File: config.mk
export PLATFORM = sky130hd
export DESIGN_NAME = tqt_trigger
export DESIGN_NICKNAME = d
export VERILOG_FILES = /design/src/design/tqt_pkg.sv /design/src/design/tqt_trigger.sv /design/src/design/tqt_timer.sv
export VERILOG_INCLUDE_DIRS = /design/src /design/src/design
export SDC_FILE = /design/constraint.sdc
export NUM_CORES = 1
export LEC_CHECK = 0
export BUFFER_PORTS_ARGS = -buffer_cell sky130_fd_sc_hd__buf_2
export CAP_MARGIN = 15
export CELL_PAD_IN_SITES_DETAIL_PLACEMENT = 0
export CELL_PAD_IN_SITES_GLOBAL_PLACEMENT = 1
export CORE_ASPECT_RATIO = 0.8
export CORE_MARGIN = 2
export CORE_UTILIZATION = 44
export DETAILED_ROUTE_END_ITERATION = 10
export GPL_TIMING_DRIVEN = 0
export PLACE_DENSITY = 0.77
export SYNTH_ARGS = -nofsm -noshare
export SYNTH_HDL_FRONTEND = slang
export SYNTH_SLANG_ARGS = --single-unit
File: constraint.sdc
create_clock -name clk -period 3.5 [get_ports clk]
set_input_delay 0.175 -clock clk [delete_from_list [all_inputs] [get_ports clk]]
set_output_delay 0.175 -clock clk [all_outputs]
set_load 0.05 [all_outputs]
File: src/design/tqt_params.svh
// constants for the time qualified trigger: offsets, field positions,
// reset values and timing counts; assumes a 100 MHz system clock.
`ifndef TQT_PARAMS_SVH
`define TQT_PARAMS_SVH

// register byte offsets
`define TQT_OFS_CTRL     8'h00
`define TQT_OFS_PATTERN  8'h04
`define TQT_OFS_TIME_A   8'h08
`define TQT_OFS_TIME_B   8'h0C
`define TQT_OFS_COUNT    8'h10
`define TQT_OFS_STATUS   8'h14

// control fields
`define TQT_CTRL_EN      0
`define TQT_CTRL_EXIT    1
`define TQT_CTRL_RISE    2
`define TQT_CTRL_SRC_LO  3
`define TQT_CTRL_SRC_HI  4
`define TQT_CTRL_MODE_LO 5
`define TQT_CTRL_MODE_HI 7
`define TQT_CTRL_UNIT    8

// pattern fields, two bits per term
`define TQT_PAT_FIRST    0
`define TQT_PAT_SECOND   2
`define TQT_PAT_EXT      4

// timing
`define TQT_CLK_NS       10
`define TQT_TMIN_NS      10
`define TQT_TMIN_CYC     ((`TQT_TMIN_NS + `TQT_CLK_NS - 1) / `TQT_CLK_NS)
`define TQT_USEC_NS      1000
`define TQT_USEC_CYC     (`TQT_USEC_NS / `TQT_CLK_NS)
`define TQT_WMIN_US      10

// reset values
`define TQT_RST_CTRL     32'h0000_0004
`define TQT_RST_PATTERN  32'h0000_0000
`define TQT_RST_COUNT    32'h0000_0001

`endif

File: src/design/tqt_pkg.sv
// types shared by the time qualified trigger files.
// assumes nothing beyond a SystemVerilog compiler.
package tqt_pkg;

  // qualifier selection codes
  typedef enum logic [2:0] {
    TQT_Q_WAIT    = 3'h0,
    TQT_Q_BEFORE  = 3'h1,
    TQT_Q_BETWEEN = 3'h2,
    TQT_Q_OUTSIDE = 3'h3,
    TQT_Q_EVENTS  = 3'h4
  } tqt_mode_type;

  // pattern term codes
  typedef enum logic [1:0] {
    TQT_T_X = 2'h0,
    TQT_T_H = 2'h1,
    TQT_T_L = 2'h2
  } tqt_term_type;

  // qualifier state, one-hot
  typedef enum logic [1:0] {
    TQT_S_IDLE  = 2'b01,
    TQT_S_ARMED = 2'b10
  } tqt_state_type;

endpackage : tqt_pkg

File: src/design/tqt_trigger.sv
// time qualified trigger: pattern of three threshold states arms a
// qualifier that gates edges of a selected trigger source.
// assumes threshold and source inputs are synchronous to clk and that
// software uses a plain one-cycle strobe register port.
// every output leaves a flip-flop; the block raises no interrupt.
// a source select of 3 behaves as the first input everywhere.
`include "tqt_params.svh"

module tqt_trigger
  import tqt_pkg::*;
#(
  parameter int TW = 32,
  parameter int CW = 24
) (
  input  wire logic        clk,
  input  wire logic        arst_n,
  input  wire logic [7:0]  addr,
  input  wire logic [31:0] wr_data,
  input  wire logic        wr_en,
  input  wire logic        rd_en,
  output logic      [31:0] rd_data,
  input  wire logic        first_input_above,
  input  wire logic        second_input_above,
  input  wire logic        external_input_above,
  output logic             trig_out,
  output logic             armed_out
);

  //////////////////////////////////////////////////////////////////////
  // helpers

  // one pattern term; X or a forced source term always matches
  function automatic logic term_match(input logic [1:0] code, input logic lvl);
    case (code)
      TQT_T_H: term_match = lvl;
      TQT_T_L: term_match = !lvl;
      default: term_match = 1'b1;
    endcase
  endfunction : term_match

  // source decode; code 3 falls back to the first input
  function automatic logic is_source(input logic [1:0] sel, input logic [1:0] idx);
    if (sel == 2'h3)
      is_source = idx == 2'h0;
    else
      is_source = sel == idx;
  endfunction : is_source

  //////////////////////////////////////////////////////////////////////
  // registers
  // narrow fields sit in the low bits and read back as zero above

  logic [31:0] ctrl_r;
  logic [5:0]  pattern_r;
  logic [TW-1:0] time_a_r;
  logic [TW-1:0] time_b_r;
  logic [CW-1:0] count_r;
  logic [15:0] trig_cnt_r;
  logic [31:0] rd_data_nxt;

  wire sel_ctrl    = addr == `TQT_OFS_CTRL;
  wire sel_pattern = addr == `TQT_OFS_PATTERN;
  wire sel_time_a  = addr == `TQT_OFS_TIME_A;
  wire sel_time_b  = addr == `TQT_OFS_TIME_B;
  wire sel_count   = addr == `TQT_OFS_COUNT;
  wire sel_status  = addr == `TQT_OFS_STATUS;

  // control fields
  wire         enable   = ctrl_r[`TQT_CTRL_EN];
  wire         on_exit  = ctrl_r[`TQT_CTRL_EXIT];
  wire         on_rise  = ctrl_r[`TQT_CTRL_RISE];
  wire [1:0]   src_sel  = ctrl_r[`TQT_CTRL_SRC_HI:`TQT_CTRL_SRC_LO];
  wire [2:0]   mode     = ctrl_r[`TQT_CTRL_MODE_HI:`TQT_CTRL_MODE_LO];
  wire         unit_us  = ctrl_r[`TQT_CTRL_UNIT];

  // register writes; one-cycle strobe, no wait state
  // unmapped offsets fall away without any sign to software
  always_ff @(posedge clk or negedge arst_n)
  begin
    if (!arst_n)
    begin
      ctrl_r    <= `TQT_RST_CTRL;
      pattern_r <= 6'(`TQT_RST_PATTERN);
      time_a_r  <= TW'(`TQT_TMIN_CYC);
      time_b_r  <= TW'(`TQT_TMIN_CYC);
      count_r   <= CW'(`TQT_RST_COUNT);
    end
    else if (wr_en)
    begin
      if (sel_ctrl)    ctrl_r    <= {23'h0, wr_data[8:0]};
      if (sel_pattern) pattern_r <= wr_data[5:0];
      if (sel_time_a)  time_a_r  <= wr_data[TW-1:0];
      if (sel_time_b)  time_b_r  <= wr_data[TW-1:0];
      if (sel_count)   count_r   <= wr_data[CW-1:0];
    end
  end

  //////////////////////////////////////////////////////////////////////
  // input sampling and pattern

  logic first_r;
  logic second_r;
  logic ext_r;
  logic src_d_r;
  logic pat_d_r;

  // sample the comparator states once so every term sees the same cycle
  // costs one cycle of latency but keeps the terms and the source aligned
  always_ff @(posedge clk or negedge arst_n)
  begin
    if (!arst_n)
    begin
      first_r  <= 1'b0;
      second_r <= 1'b0;
      ext_r    <= 1'b0;
    end
    else
    begin
      first_r  <= first_input_above;
      second_r <= second_input_above;
      ext_r    <= external_input_above;
    end
  end

  // source term is forced to don't care
  // a source that also sat in the pattern could qualify itself
  wire [1:0] first_input_term    = is_source(src_sel, 2'h0) ? 2'h0
                                   : pattern_r[`TQT_PAT_FIRST +: 2];
  wire [1:0] second_input_term   = is_source(src_sel, 2'h1) ? 2'h0
                                   : pattern_r[`TQT_PAT_SECOND +: 2];
  wire [1:0] external_input_term = is_source(src_sel, 2'h2) ? 2'h0
                                   : pattern_r[`TQT_PAT_EXT +: 2];

  // and of the three terms
  // an all-ignored pattern is always true, so it enters once after reset or when set, then never transitions
  wire m_first  = term_match(first_input_term, first_r);
  wire m_second = term_match(second_input_term, second_r);
  wire m_ext    = term_match(external_input_term, ext_r);
  wire pattern_true = m_first & m_second & m_ext;

  // entering or exiting transition arms the qualifier
  // the previous level is tracked even while disabled, so enabling with
  // the pattern already true does not arm by itself
  wire enter_evt = pattern_true & !pat_d_r;
  wire exit_evt  = !pattern_true & pat_d_r;
  wire arm_evt   = enable & (on_exit ? exit_evt : enter_evt);

  // trigger source and its edge
  // the level mux and the pattern forcing share one source decode, so the
  // input that triggers is always the one left out of the pattern
  wire src_lvl = is_source(src_sel, 2'h1) ? second_r
               : is_source(src_sel, 2'h2) ? ext_r : first_r;
  wire src_edge = on_rise ? (src_lvl & !src_d_r)
                          : (!src_lvl & src_d_r);

  // previous levels for edge detection
  always_ff @(posedge clk or negedge arst_n)
  begin
    if (!arst_n)
    begin
      pat_d_r <= 1'b0;
      src_d_r <= 1'b0;
    end
    else
    begin
      pat_d_r <= pattern_true;
      src_d_r <= src_lvl;
    end
  end

  //////////////////////////////////////////////////////////////////////
  // timebase and elapsed time
  // in the 10 ns unit every cycle is one tick; the microsecond unit
  // trades resolution for range through a divide-by-100 enable

  logic [6:0]    div_r;
  logic [TW-1:0] elapsed;

  // microsecond unit keeps 100 s within a 32-bit count
  wire div_wrap = div_r == 7'(`TQT_USEC_CYC - 1);
  wire tick     = unit_us ? div_wrap : 1'b1;

  // divider restarts with the timer so a window is not short by a fraction
  always_ff @(posedge clk or negedge arst_n)
  begin
    if (!arst_n)
      div_r <= 7'h00;
    else if (arm_evt || div_wrap)
      div_r <= 7'h00;
    else
      div_r <= div_r + 7'h01;
  end

  // elapsed ticks since the last selected transition, saturating
  // so a very late edge still counts as late
  tqt_timer #(
    .W      (TW)
  ) u_timer (
    .clk    (clk),
    .arst_n (arst_n),
    .clear  (arm_evt),
    .tick   (tick),
    .count  (elapsed)
  );

  //////////////////////////////////////////////////////////////////////
  // qualifier
  // armed from a selected transition until a trigger fires or enable drops;
  // a transition while armed restarts time and count instead of firing,
  // so a source edge in that same cycle is dropped on purpose

  tqt_state_type state_r;
  tqt_state_type state_nxt;
  logic [CW-1:0] events_r;
  logic [CW-1:0] events_nxt;
  logic          fire;

  wire in_range   = (elapsed >= time_a_r) && (elapsed <= time_b_r);
  wire events_hit = (events_r + 1'b1) == count_r;

  // qualification per mode; edge in the arming cycle is not counted
  always_comb
  begin
    fire = 1'b0;
    if (state_r == TQT_S_ARMED && src_edge && !arm_evt)
    begin
      case (mode)
        TQT_Q_WAIT:    fire = elapsed >= time_a_r;
        TQT_Q_BEFORE:  fire = elapsed < time_a_r;
        TQT_Q_BETWEEN: fire = in_range;
        TQT_Q_OUTSIDE: fire = !in_range;
        TQT_Q_EVENTS:  fire = events_hit;
        default:       fire = 1'b0;
      endcase
    end
  end

  // event counter runs from one transition to the next
  // it wraps at CW bits; a count written beyond that range keeps only its low CW bits
  // a count of zero matches only on the edge that wraps the counter, which leaves the qualifier armed until then
  assign events_nxt = arm_evt ? '0
                    : (state_r == TQT_S_ARMED && src_edge) ? events_r + 1'b1
                    : events_r;

  // armed until a trigger fires or the block is disabled
  // an unknown code falls back to idle rather than locking up
  always_comb
  begin
    case (state_r)
      TQT_S_IDLE:  state_nxt = arm_evt ? TQT_S_ARMED : TQT_S_IDLE;
      TQT_S_ARMED: state_nxt = (!enable || (fire && !arm_evt)) ? TQT_S_IDLE
                               : TQT_S_ARMED;
      default:     state_nxt = TQT_S_IDLE;
    endcase
  end

  // state, counter and outputs
  // outputs are registered copies so they stay glitch free at the pins
  // the trigger count wraps at 16 bits; software reads it as a delta
  always_ff @(posedge clk or negedge arst_n)
  begin
    if (!arst_n)
    begin
      state_r    <= TQT_S_IDLE;
      events_r   <= '0;
      trig_out   <= 1'b0;
      armed_out  <= 1'b0;
      trig_cnt_r <= 16'h0000;
    end
    else
    begin
      state_r    <= state_nxt;
      events_r   <= events_nxt;
      trig_out   <= fire;
      armed_out  <= state_nxt == TQT_S_ARMED;
      trig_cnt_r <= trig_cnt_r + {15'h0000, fire};
    end
  end

  //////////////////////////////////////////////////////////////////////
  // read path, data one cycle after the strobe
  // status: [0] source level, [1] state armed, [2] armed output,
  // [3] pattern true, [31:16] trigger count

  assign rd_data_nxt =
      sel_ctrl    ? ctrl_r
    : sel_pattern ? {26'h0, pattern_r}
    : sel_time_a  ? 32'(time_a_r)
    : sel_time_b  ? 32'(time_b_r)
    : sel_count   ? 32'(count_r)
    : sel_status  ? {trig_cnt_r, 12'h000, pattern_true, armed_out,
                     state_r == TQT_S_ARMED, src_lvl}
    : 32'h0000_0000;

  // read data holds only in the cycle after the strobe
  // idle cycles show zero so a stale word is never taken for a fresh one
  always_ff @(posedge clk or negedge arst_n)
  begin
    if (!arst_n)
      rd_data <= 32'h0000_0000;
    else
      rd_data <= rd_en ? rd_data_nxt : 32'h0000_0000;
  end

endmodule : tqt_trigger

File: src/design/tqt_timer.sv
// saturating elapsed-time counter for the trigger qualifier.
// assumes clear and tick are synchronous one-cycle pulses.
module tqt_timer #(
  parameter int W = 32
) (
  input  wire logic         clk,
  input  wire logic         arst_n,
  input  wire logic         clear,
  input  wire logic         tick,
  output logic [W-1:0]      count
);

  logic [W-1:0] count_nxt;
  wire          at_max = &count;

  // saturate so a long wait never wraps into a false short one
  assign count_nxt = clear ? '0 : ((tick && !at_max) ? count + 1'b1 : count);

  // counter register
  always_ff @(posedge clk or negedge arst_n)
  begin
    if (!arst_n)
      count <= '0;
    else
      count <= count_nxt;
  end

endmodule : tqt_timer

== Word-level counts from Yosys, hierarchy flattened ==
Cells that the tools add are included.

* Register bits after elaboration: 223
* Bits of input ports: 47
* Output and inout port bits: 34
* Logic and storage cells: 115

* Add/sub/neg operators: 4
* Order comparisons: 3
* Equality and inequality tests: 23
* Multiplexer cells: 31
* Bitwise logic cells: 7
* Reduce and logical (&&, ||, !) cells: 29

{| class="wikitable"
|+ Operators with widths
! operator !! number
|-
| 2-to-1 mux 32 bit || 9
|-
| 2-to-1 mux 24 bit || 2
|-
| adder 32 x 1 -> 32 bit (second input constant) || 1
|-
| greater-or-equal comparator 32 bit || 1
|-
| <= comparator 32 bit || 1
|-
| less-than comparator 32 bit || 1
|-
| AND reduction 32 bit || 1
|-
| adder 24 x 1 -> 24 bit (second input constant) || 1
|-
| == test 24 bit || 1
|-
| adder 16 x 1 -> 16 bit || 1
|-
| == test 8 x 4 -> 1 bit (second input constant) || 2
|-
| == test 8 x 5 -> 1 bit (second input constant) || 2
|-
| == test 2 bit (second input constant) || 7
|-
| logical NOT 1 bit || 11
|-
| == test 2 x 1 -> 1 bit (second input constant) || 5
|-
| 2-to-1 mux 2 bit || 5
|-
| AND reduction 2 bit || 5
|-
| 2-to-1 mux 1 bit || 9
|-
| == test 8 x 3 -> 1 bit (second input constant) || 1
|-
| logical NOT 8 bit || 1
|-
| adder 7 x 1 -> 7 bit (second input constant) || 1
|-
| bitwise AND 1 bit || 7
|-
| == test 7 bit (second input constant) || 1
|-
| 2-to-1 mux 7 bit || 1
|-
| other kinds (11) || 20
|}

== Longest topological paths before layout ==
Gate-level depths: netlist of the first run.

* Word-level depth: 19
* Mapped depth: 18
* Gate-level depth less buffers: 18

== Modules after synthesis ==
Synthesis of the first run repeated with hierarchy kept, for this count alone.

* Cell total of the unflattened synthesis: 1298
* Area, all modules: 12737.2 um^2

{| class="wikitable"
|+ By module, submodules not included
! module !! times used !! cells each !! area each (um^2) !! seq. area each (um^2)
|-
| tqt_trigger || 1 || 1108 || 10871.7 || 4785.8
|-
| tqt_timer || 1 || 190 || 1865.5 || 800.8
|}

== Worst setup path before layout of the first run ==
OpenSTA, ideal clock, no wires.

* Path type: reg-to-reg
* From: reg ctrl_r[3]
* To: reg trig_cnt_r[10]
* Setup time: 0.123 ns
* Data arrival time: 3.454 ns
* Required time: 3.377 ns
* Slack: -0.077 ns
* Cell stages (with the launch flop): 18
* Path buffers: 0
* Clock period less this slack: 3.577 ns
* Cell sequence: dfrtp_1 inv_1 ha_1 nand2b_1 ha_1 mux2_2 o22ai_1 nor2_2 mux2i_1 or3_1 a311oi_1 a21o_4 ha_1 ha_1 nand2_1 nor2_1 nand2_1 xnor2_1

* Cells in the longest elaborated chain, start to end: 15
* Elaborated cells on any way between the ends: 37
* Classes of those cells: add/sub: 1; eq/ne: 9; mux: 14; bitwise: 7; reduce/logical: 6

{| class="wikitable"
|+ RTL lines
! element !! line !! text
|-
| start, declared || tqt_trigger.sv:53 || <nowiki>logic [31:0] ctrl_r;</nowiki>
|-
| start signal, assigned || tqt_trigger.sv:82 || <nowiki>ctrl_r <= `TQT_RST_CTRL;</nowiki>
|-
| start signal, assigned || tqt_trigger.sv:90 || <nowiki>if (sel_ctrl) ctrl_r <= {23'h0, wr_data[8:0]};</nowiki>
|-
| == test 2 bit (tied with other cells) || tqt_trigger.sv:43 || <nowiki>if (sel == 2'h3)</nowiki>
|-
| 2-to-1 mux 1 bit || tqt_trigger.sv:43 ||
|-
| 2-to-1 mux 2 bit (on tied branches) || tqt_trigger.sv:127, tqt_trigger.sv:129 ||
|-
| == test 2 bit or == test 2 x 1 -> 1 bit (tied branches) || tqt_trigger.sv:34 || <nowiki>case (code)</nowiki>
|-
| case mux 1 bit (2 select lines) || tqt_trigger.sv:34 ||
|-
| bitwise AND 1 bit || tqt_trigger.sv:139 || <nowiki>wire pattern_true = m_first & m_second & m_ext;</nowiki>
|-
| bitwise AND 1 bit (*) || tqt_trigger.sv:139 ||
|-
| named net pattern_true || tqt_trigger.sv:139 ||
|-
| logical NOT 1 bit || tqt_trigger.sv:145 || <nowiki>wire exit_evt = !pattern_true & pat_d_r;</nowiki>
|-
| bitwise AND 1 bit || tqt_trigger.sv:145 ||
|-
| 2-to-1 mux 1 bit (*) || tqt_trigger.sv:146 || <nowiki>wire arm_evt = enable & (on_exit ? exit_evt : enter_evt);</nowiki>
|-
| bitwise AND 1 bit (*) || tqt_trigger.sv:146 ||
|-
| logical NOT 1 bit (*) || tqt_trigger.sv:225 || <nowiki>if (state_r == TQT_S_ARMED && src_edge && !arm_evt)</nowiki>
|-
| logical AND 1 bit (*) || tqt_trigger.sv:225 ||
|-
| 2-to-1 mux 1 bit (*) || tqt_trigger.sv:225 ||
|-
| named net fire || tqt_trigger.sv:216 || <nowiki>logic fire;</nowiki>
|-
| adder 16 x 1 -> 16 bit (*) || tqt_trigger.sv:276 || <nowiki>trig_cnt_r <= trig_cnt_r + {15'h0000, fire};</nowiki>
|-
| end signal, assigned || tqt_trigger.sv:276 ||
|-
| end, declared || tqt_trigger.sv:58 || <nowiki>logic [15:0] trig_cnt_r;</nowiki>
|}

Mark *: on every way through the listed nets, which the timed path passes. The rest lies on a longest branch.
A chain may end at the register's enable or synchronous reset.

== Worst setup path after layout of the first run ==
* From: reg ctrl_r[4]
* To: reg trig_cnt_r[10]

The elaborated chain is that of the path after synthesis.

==> results of run 1 <==
## cells by family (layout without fill, tap and decap cells)
kind of cell    after synthesis  count (layout)  share of synthesized area [%]
simple gates                442             442                           17.6
flops                       223             223                           44.8
compound gates              202             202                           10.3
buf+inv                     143             329                           4.57
xor+xnor                     97              97                           6.81
mux                          91              91                           8.06
fa+ha+maj                    79              79                           7.92
## metal layers
metal	global-route usage (%)	vias to the layer above
met2	36.6	222
met3	3.45	48
met4	5.78	0
met5	0	-
met1	37.8	5067
li1	-	4798
## state kept, by name, indices dropped and copies added, names as in the netlist, 9 cells and up
signal,count
ctrl_r,9
time_a_r,32
count_r,24
u_timer.count,32
trig_cnt_r,16
rd_data,32
time_b_r,32
events_r,24
## power by group through the flow
stage	clock network (mW)	registers, mW	logic (mW)
2_1_floorplan	0	2.95	0.608
3_3_place_gp	0	2.99	0.881
3_5_place_dp	0	3.00	0.921
4_1_cts	2.77	2.95	0.995
5_1_grt	2.88	2.98	1.12
6_report	2.72	2.96	0.996
## metrics by stage
step                      utilization, %  area [um^2]  instances
after floorplan                        -        12500       1277
after global placement              47.5        13300       1727
after detailed placement            47.8        13400       1729
after CTS                           53.1        14900       1831
after global routing                53.4        15000       1833
final                               53.4        15000       1833
## cell type report
cell class / count / area [um^2] / area share (%)
flip-flops and latches: 223 / 5590 / 37.2
clock inverters: 11 / 111 / 0.742
well taps: 370 / 463 / 3.09
repair buffers: 138 / 990 / 6.60
plain buffers: 58 / 253 / 1.68
inverters: 85 / 319 / 2.13
clock buffers: 37 / 733 / 4.89
multi-input cells: 911 / 6550 / 43.6
## what timing repair did
item | CTS | global route
hold buffers | 40 | 0
gates resized for setup | 27 | 22
setup endpoints to repair | 47 | 32
hold endpoints to repair | 236 | 0
buffers inserted | 14 | 2
pin swaps | 8 | 8
## Yosys cell counts, types with 3 or more instances
| library cell | n | share of area, % |
|---|---|---|
| sky130_fd_sc_hd__nor4_1 | 13 | 0.65 |
| sky130_fd_sc_hd__nand3_1 | 42 | 1.7 |
| sky130_fd_sc_hd__a211oi_1 | 4 | 0.24 |
| sky130_fd_sc_hd__inv_1 | 85 | 2.6 |
| sky130_fd_sc_hd__nor3_1 | 36 | 1.4 |
| sky130_fd_sc_hd__dfrtp_1 | 218 | 44 |
| sky130_fd_sc_hd__nand2b_1 | 17 | 0.85 |
| sky130_fd_sc_hd__xnor2_1 | 60 | 4.2 |
| sky130_fd_sc_hd__nand2_1 | 102 | 3.1 |
| sky130_fd_sc_hd__nor2b_1 | 11 | 0.55 |
| sky130_fd_sc_hd__and2_1 | 5 | 0.25 |
| sky130_fd_sc_hd__a21boi_1 | 3 | 0.18 |
| sky130_fd_sc_hd__mux2_2 | 67 | 6.0 |
| sky130_fd_sc_hd__mux2_1 | 9 | 0.81 |
| sky130_fd_sc_hd__dfstp_2 | 5 | 1.1 |
| sky130_fd_sc_hd__ha_1 | 79 | 7.9 |
| sky130_fd_sc_hd__or3_1 | 16 | 0.80 |
| sky130_fd_sc_hd__nand4_1 | 36 | 1.8 |
| sky130_fd_sc_hd__a21oi_1 | 62 | 2.5 |
| sky130_fd_sc_hd__xor2_1 | 37 | 2.6 |
| sky130_fd_sc_hd__buf_2 | 17 | 0.68 |
| sky130_fd_sc_hd__a31oi_1 | 5 | 0.25 |
| sky130_fd_sc_hd__or2_1 | 3 | 0.15 |
| sky130_fd_sc_hd__clkbuf_1 | 35 | 1.1 |
| sky130_fd_sc_hd__o211ai_1 | 5 | 0.30 |
| sky130_fd_sc_hd__and3_1 | 11 | 0.55 |
| sky130_fd_sc_hd__a22o_1 | 5 | 0.35 |
| sky130_fd_sc_hd__a22oi_1 | 16 | 0.96 |
| sky130_fd_sc_hd__a221oi_1 | 11 | 0.77 |
| sky130_fd_sc_hd__and4_1 | 9 | 0.63 |
| sky130_fd_sc_hd__or2_2 | 4 | 0.20 |
| sky130_fd_sc_hd__buf_1 | 3 | 0.090 |
| sky130_fd_sc_hd__mux2i_1 | 15 | 1.2 |
| sky130_fd_sc_hd__nor2_1 | 119 | 3.6 |
| sky130_fd_sc_hd__o21ai_0 | 64 | 2.6 |
## how the worst max path moves through the flow
| stage | start | endpoint | slack (ns) | cells past startpoint |
|---|---|---|---|---|
| after global routing | ctrl_r[4]$_DFFE_PN0P_ | trig_cnt_r[10]$_DFF_PN0_ | -0.12 | 17 |
| after CTS | ctrl_r[4]$_DFFE_PN0P_ | trig_cnt_r[15]$_DFF_PN0_ | -0.003 | 17 |
| after detailed placement | ctrl_r[4]$_DFFE_PN0P_ | trig_cnt_r[10]$_DFF_PN0_ | -0.94 | 16 |
| final | ctrl_r[4]$_DFFE_PN0P_ | trig_cnt_r[10]$_DFF_PN0_ | 0.01 | 17 |
| after floorplan | ctrl_r[3]$_DFFE_PN0P_ | trig_cnt_r[10]$_DFF_PN0_ | 0.005 | 17 |
| after global placement | arst_n | time_b_r[26]$_DFFE_PN0P_ | -1.71 | 1 |
==> results.rst, run 1 <==
.. list-table::
   :header-rows: 1

   * - Metric
     - Value
   * - Layout cells sized above 1
     - 19.2%
   * - CTS sink count
     - 223
   * - Antenna violation net count after detailed routing
     - 0
   * - Highest achievable clock rate
     - around 290 MHz
   * - Cell count after synthesis
     - 1,277
   * - Number of antenna violations at the first check in global routing
     - 0
   * - Standard cell core area
     - 28,100 um^2
   * - Hold_ws
     - 0.121 ns
   * - CTS buffer count
     - 26
   * - Family with the most delay on the worst path
     - simple AND/OR/NAND/NOR gates
   * - Starting DRT DRC Count
     - 690
   * - Fin crit share
     - 99.6%
   * - Number of failing hold endpoints at the final stage
     - 0
   * - Worst r2r dst
     - trig_cnt_r[10]$_DFF_PN0_
   * - Average wire length per cell after detail routing
     - 19.5 um
   * - Class of the worst hold path
     - in2async
   * - Switching power summed over all nets
     - 1.89 mW
   * - Growth of design area from synthesis to finish
     - 20.2%
   * - Async SR Flop Fraction
     - 100%
   * - Crit Path Class
     - reg2reg
   * - Final Setup Violations
     - 0
   * - Top Layer Used
     - met4
   * - Share of synthesized area occupied by flip-flops and latches
     - 44.8%
   * - Crit-path max FO
     - 3
   * - Flop and latch count out of synthesis
     - 223
   * - R2R setup slack
     - 0.01 ns
   * - Worst-case vdd ir drop
     - 0.000330 V
   * - Clock share of power
     - 40.8%
   * - Data required time of the worst path
     - 3.92 ns
   * - CP max stage delay
     - 0.46 ns
   * - H-tree depth
     - 1
   * - # diodes
     - 0
   * - Dominant register cell in the synthesized netlist
     - sky130_fd_sc_hd__dfrtp_1
   * - Via count
     - 10.1k
   * - Status
     - completed
   * - Insertion delay of the later-clocked pin in the worst-skew pair
     - 0.54 ns
   * - Placement Setup Slack
     - -0.944 ns
   * - CP most frequent cell
     - sky130_fd_sc_hd__ha_4
   * - Io pins
     - 81
   * - Wire length of the first global-routing pass
     - 57,000 um
   * - HPWL Detailed
     - 26,200 um
   * - Number of maximum-capacitance violations
     - 0
   * - Total routed wire length on the met1 layer
     - 17,700 um
   * - Setup repair after global routing missed its margin
     - true
   * - Via count of the first global-routing pass
     - 10.1k
   * - Maximum count of clock buffers along a single path
     - 3
   * - Register clock-pin slew on the reported worst setup and hold paths
     - roughly 0.06 ns
   * - CTS tree
     - yes
   * - Met2 layer wire length in the routed design
     - 15,400 um
   * - Per-instance average area after synthesis
     - between 9 and 10 um^2
   * - Worst path arrival time
     - between 3 and 4 ns
   * - Most frequent standard cell in the layout excluding fill and tap cells
     - sky130_fd_sc_hd__dfrtp_1
   * - Final min period
     - roughly 3.5 ns
   * - Setup clock skew after layout
     - about 0.010 ns
   * - Chain of cells forming the critical path
     - ha_4 > nand2b_4 > inv_1 > ha_2 > mux2_4 > o22ai_4 > nor2_4 > mux2i_4 > or3_4 > a311oi_4 > a21o_4 > ha_4 > ha_4 > nand2_4 > nor2_4 > nand2_1 > xnor2_1
   * - I/O Buffers
     - 80
   * - Library cells used by synthesis
     - 73
   * - Setup TNS Final
     - 0 ns
   * - Endpoint kind of the worst setup timing path
     - flip-flop
   * - Worst flop-to-flop path startpoint
     - ctrl_r[4]$_DFFE_PN0P_
   * - Internal power
     - 4.79 mW
   * - Fillers
     - ~2.5k
   * - EDFF count, synth
     - 0
   * - Net Sw Frac
     - 28.3%
   * - Vert. Die Dim
     - 155 um
   * - Commonest cells after routing, fill and taps aside
     - 217 x sky130_fd_sc_hd__dfrtp_1, 117 x sky130_fd_sc_hd__nor2_1, 100 x sky130_fd_sc_hd__nand2_1
   * - Worst reg-to-reg path cell count
     - 17
   * - Power density over cell area
     - around 440 nW/um^2
   * - Via-per-instance ratio
     - 5.53
   * - Maximum number of pins on one net before global-route repair
     - 96
   * - Standby leakage power
     - 7.06 nW
   * - Number of pins with negative max-slew slack in the final report
     - 0
   * - Site row count
     - 55
   * - Library cell contributing the largest single delay on the critical path
     - sky130_fd_sc_hd__dfrtp_2
   * - Setup crit start kind
     - flip-flop
   * - Final weighted congestion of routability-driven global placement
     - 0.875
   * - Length of the first detailed-routing pass in iterations
     - 5
   * - Detailed-route wire length
     - 35,700 um
   * - Initial Utilization
     - 44.4%
   * - Yosys synthesis warning count
     - 0
   * - Post-layout total power
     - 6.67 mW
   * - Remaining Overflow, GRT
     - 0
   * - Width of the chip
     - 192 um
   * - Synthesized area
     - 12,500 um^2
   * - Post-route DRC violation count
     - 0
   * - WP buf/inv
     - 1
   * - Register share of total power
     - roughly 44%
   * - GR Util All Layers
     - between 20% and 30%
   * - Met3 wirelength from detailed routing
     - 1850 um
   * - Setup slack of the critical path after layout
     - 0.0147 ns
   * - Buffer cell driving the clock tree root
     - sky130_fd_sc_hd__clkbuf_16
   * - Mapped Nets
     - roughly 1.4k
   * - Transition at the pin with the smallest max-transition slack
     - 0.832 ns
   * - Fraction of power consumed by combinational cells
     - roughly 15%
   * - Die Footprint
     - 29,700 um^2
   * - Tightest slew margin relative to the limit
     - roughly 45%
   * - Total Nets Final
     - approximately 1.6k
(Power assumes the default switching activity.)
==> run 2, diff against run 1 <==
Settings changed: SETUP_SLACK_MARGIN from default to 0.02.
==> run 2 against run 1 <==
The flow now finishes with violations (setup timing). Wire length shrank 0.61%. Critical path depth shrank 1. Clock power is essentially flat. Non-clock buffer count shrank 5. Worst hold slack gained 0.16 ns. Critical path type unchanged.
==> results.rst, run 2 (same netlist as run 1, synthesis figures left out) <==
.. list-table::
   :header-rows: 1

   * - Metric
     - Value
   * - Status
     - finished with violations
   * - Violations in the final reports
     - setup timing
   * - Register share of total power
     - 44.5% (+0.2 points)
   * - Fin crit share
     - 101% (+1.4 points)
   * - Via-per-instance ratio
     - 5.50 (-0.48%)
   * - Register clock-pin slew on the reported worst setup and hold paths
     - 0.06 ns (about the same)
   * - Worst-case vdd ir drop
     - 0.000345 V (+4.6%)
   * - Average wire length per cell after detail routing
     - 19.4 um (-0.29%)
   * - Wire length of the first global-routing pass
     - 56,200 um (-1.5%)
   * - Site row count
     - 55 (unchanged)
   * - Endpoint kind of the worst setup timing path
     - flip-flop
   * - GR Util All Layers
     - 24.4% (-0.24 points)
   * - Initial Utilization
     - 44.4% (unchanged)
   * - Buffer cell driving the clock tree root
     - sky130_fd_sc_hd__clkbuf_16
   * - Hold_ws
     - 0.277 ns (+0.156 ns)
   * - Final Setup Violations
     - 8 (+8)
   * - Detailed-route wire length
     - 35,500 um (-0.61%)
   * - Standby leakage power
     - 7.05 nW (-0.18%)
   * - Via count
     - 10.1k (-0.81%)
   * - Setup repair after global routing missed its margin
     - true
   * - Insertion delay of the later-clocked pin in the worst-skew pair
     - 0.54 ns (about the same)
   * - Io pins
     - 81 (unchanged)
   * - HP Start
     - wr_en
   * - Tightest slew margin relative to the limit
     - 39.7% (-4.8 points)
   * - Net Sw Frac
     - 28.0% (-0.28 points)
   * - Growth of design area from synthesis to finish
     - 20.0%
   * - Setup slack of the critical path after layout
     - -0.0356 ns (-0.0503 ns)
   * - Number of antenna violations at the first check in global routing
     - 0 (unchanged)
   * - Switching power summed over all nets
     - 1.86 mW (-1.3%)
   * - Internal power
     - 4.79 mW (+0.11%)
   * - Worst flop-to-flop path startpoint
     - ctrl_r[4]$_DFFE_PN0P_
   * - Depth of the worst hold-timing path
     - 4
   * - Starting DRT DRC Count
     - 690 (unchanged)
   * - Setup TNS Final
     - -0.174 ns (-0.174 ns)
   * - Width of the chip
     - 192 um (unchanged)
   * - Die Footprint
     - 29,700 um^2 (unchanged)
   * - # diodes
     - 0 (unchanged)
   * - Antenna violation net count after detailed routing
     - 0 (unchanged)
   * - Transition at the pin with the smallest max-transition slack
     - 0.904 ns (+0.0717 ns)
   * - Layout cells sized above 1
     - 19.1% (-0.058 points)
   * - Most frequent standard cell in the layout excluding fill and tap cells
     - sky130_fd_sc_hd__dfrtp_1
   * - R2R setup slack
     - -0.04 ns (-0.05 ns)
   * - Final min period
     - 3.54 ns (+0.0503 ns)
   * - Total Nets Final
     - 1,564 (-0.32%)
   * - Final weighted congestion of routability-driven global placement
     - 0.863 (-1.3%)
   * - Length of the first detailed-routing pass in iterations
     - 6 (+1)
   * - Fraction of power consumed by combinational cells
     - 14.8% (about the same)
   * - Highest achievable clock rate
     - 283 MHz (-1.4%)
   * - Via count of the first global-routing pass
     - 9,793 (-2.7%)
   * - H-tree depth
     - 1 (unchanged)
   * - Data required time of the worst path
     - 3.96 ns (+0.04 ns)
   * - Commonest cells after routing, fill and taps aside
     - 216 x sky130_fd_sc_hd__dfrtp_1, 117 x sky130_fd_sc_hd__nor2_1, 98 x sky130_fd_sc_hd__nand2_1
   * - Class of the worst hold path
     - in2reg
   * - Maximum count of clock buffers along a single path
     - 3 (unchanged)
   * - Utilization after layout
     - 53.3% (-0.11 points)
   * - Vert. Die Dim
     - 155 um (unchanged)
   * - CTS buffer count
     - 26 (unchanged)
   * - Power density over cell area
     - 444 nW/um^2 (about the same)
   * - Standard cell core area
     - 28,100 um^2 (unchanged)
   * - Remaining Overflow, GRT
     - 0 (unchanged)
   * - Number of maximum-capacitance violations
     - 0 (unchanged)
   * - Maximum number of pins on one net before global-route repair
     - 117 (+22%)
   * - Number of failing hold endpoints at the final stage
     - 0 (unchanged)
   * - CTS sink count
     - 223 (unchanged)
   * - Setup crit start kind
     - flip-flop
   * - Worst r2r dst
     - trig_cnt_r[9]$_DFF_PN0_
   * - Crit Path Class
     - reg2reg
   * - Setup clock skew after layout
     - 0.0204 ns (+0.00997 ns)
   * - Clock share of power
     - 40.8% (about the same)
   * - Number of pins with negative max-slew slack in the final report
     - 0 (unchanged)
   * - Worst path arrival time
     - 4.00 ns (+0.10 ns)
   * - Post-route DRC violation count
     - 0 (unchanged)
   * - CTS tree
     - yes
   * - Worst min-delay path endpoint
     - pattern_r[1]$_DFFE_PN0P_
   * - HPWL Detailed
     - 26,100 um (-0.64%)
   * - Crit-path max FO
     - 4 (+1)
   * - I/O Buffers
     - 80 (unchanged)
   * - Worst reg-to-reg path cell count
     - 16 (-1)
## run 2: changes by cell type in the layout (fill, tap and decap cells not counted), sizes merged
cell | previous run | this run
buf | 120 | 115
bufinv | 2 | 1
clkbuf | 73 | 79
clkinv | 7 | 2
clkinvlp | 1 | 0
## run 2: layout make-up
class	count	area, um^2
inverter	85	319
clock buffer	43	796
multi-input combinational	911	6570
clock inverter	4	51.3
sequential	223	5590
timing repair buffer	133	932
buffer	58	254
tap	370	463
fill	2534	13100
## run 2: power by group through the flow
| stage | Combinational, mW | Clock [mW] | Sequential, mW |
|---|---|---|---|
| 2_1_floorplan | 0.610 | 0 | 2.95 |
| 3_3_place_gp | 0.881 | 0 | 2.99 |
| 3_5_place_dp | 0.916 | 0 | 3.00 |
| 4_1_cts | 0.973 | 2.76 | 2.95 |
| 5_1_grt | 1.11 | 2.85 | 2.98 |
| 6_report | 0.983 | 2.71 | 2.96 |
## run 2: repair_timing
item                                    in CTS  in global routing
resized for setup                           22                 30
endpoints found under the setup margin      46                 34
endpoints found under the hold margin      227                  0
pin swaps                                    7                  5
hold buffers                                40                  0
setup buffers                                7                  5
## run 2: how the worst max path moves through the flow
stage	from	to	slack, ns	cells past startpoint
after floorplan	ctrl_r[3]$_DFFE_PN0P_	trig_cnt_r[10]$_DFF_PN0_	0.03	17
after global placement	arst_n	time_b_r[26]$_DFFE_PN0P_	-1.71	1
after global routing	ctrl_r[4]$_DFFE_PN0P_	trig_cnt_r[11]$_DFF_PN0_	-0.11	16
after detailed placement	ctrl_r[4]$_DFFE_PN0P_	trig_cnt_r[10]$_DFF_PN0_	-0.74	16
after CTS	ctrl_r[4]$_DFFE_PN0P_	trig_cnt_r[10]$_DFF_PN0_	0.01	18
final	ctrl_r[4]$_DFFE_PN0P_	trig_cnt_r[9]$_DFF_PN0_	-0.04	16
## run 2: worst max-delay path, cell delays in order (launching register included)
cell and delay (ns):
sky130_fd_sc_hd__dfrtp_2 0.47, sky130_fd_sc_hd__ha_4 0.30, sky130_fd_sc_hd__nand2b_4 0.12, sky130_fd_sc_hd__inv_2 0.04, sky130_fd_sc_hd__ha_2 0.17, sky130_fd_sc_hd__mux2_4 0.27
sky130_fd_sc_hd__o22ai_4 0.12, sky130_fd_sc_hd__nor2_4 0.07, sky130_fd_sc_hd__mux2i_4 0.20, sky130_fd_sc_hd__or3_4 0.38, sky130_fd_sc_hd__a311oi_4 0.36, sky130_fd_sc_hd__a21o_4 0.20
sky130_fd_sc_hd__ha_4 0.17, sky130_fd_sc_hd__nand3_2 0.10, sky130_fd_sc_hd__nor2_4 0.21, sky130_fd_sc_hd__buf_4 0.14, sky130_fd_sc_hd__xor2_1 0.13
## run 2: metrics by stage
stage | area, um^2 | std cells | power, mW | worst slack [ns]
finish | 15000 | 1827 | 6.65 | -0.0356
global route | 15000 | 1827 | 6.95 | -0.113
CTS | 14800 | 1822 | 6.69 | 0.0127
detailed placement | 13400 | 1728 | 3.91 | -0.738
global placement | 13400 | 1727 | 3.87 | -1.71
floorplan | 12500 | 1277 | 3.56 | 0.0284
## run 2: routing by layer
metal / share of wire, % / global-route usage [%]
met5: 0 / 0
met2: 43 / 35.3
met3: 5.9 / 3.93
met1: 49 / 37.7
met4: 2.3 / 6.18
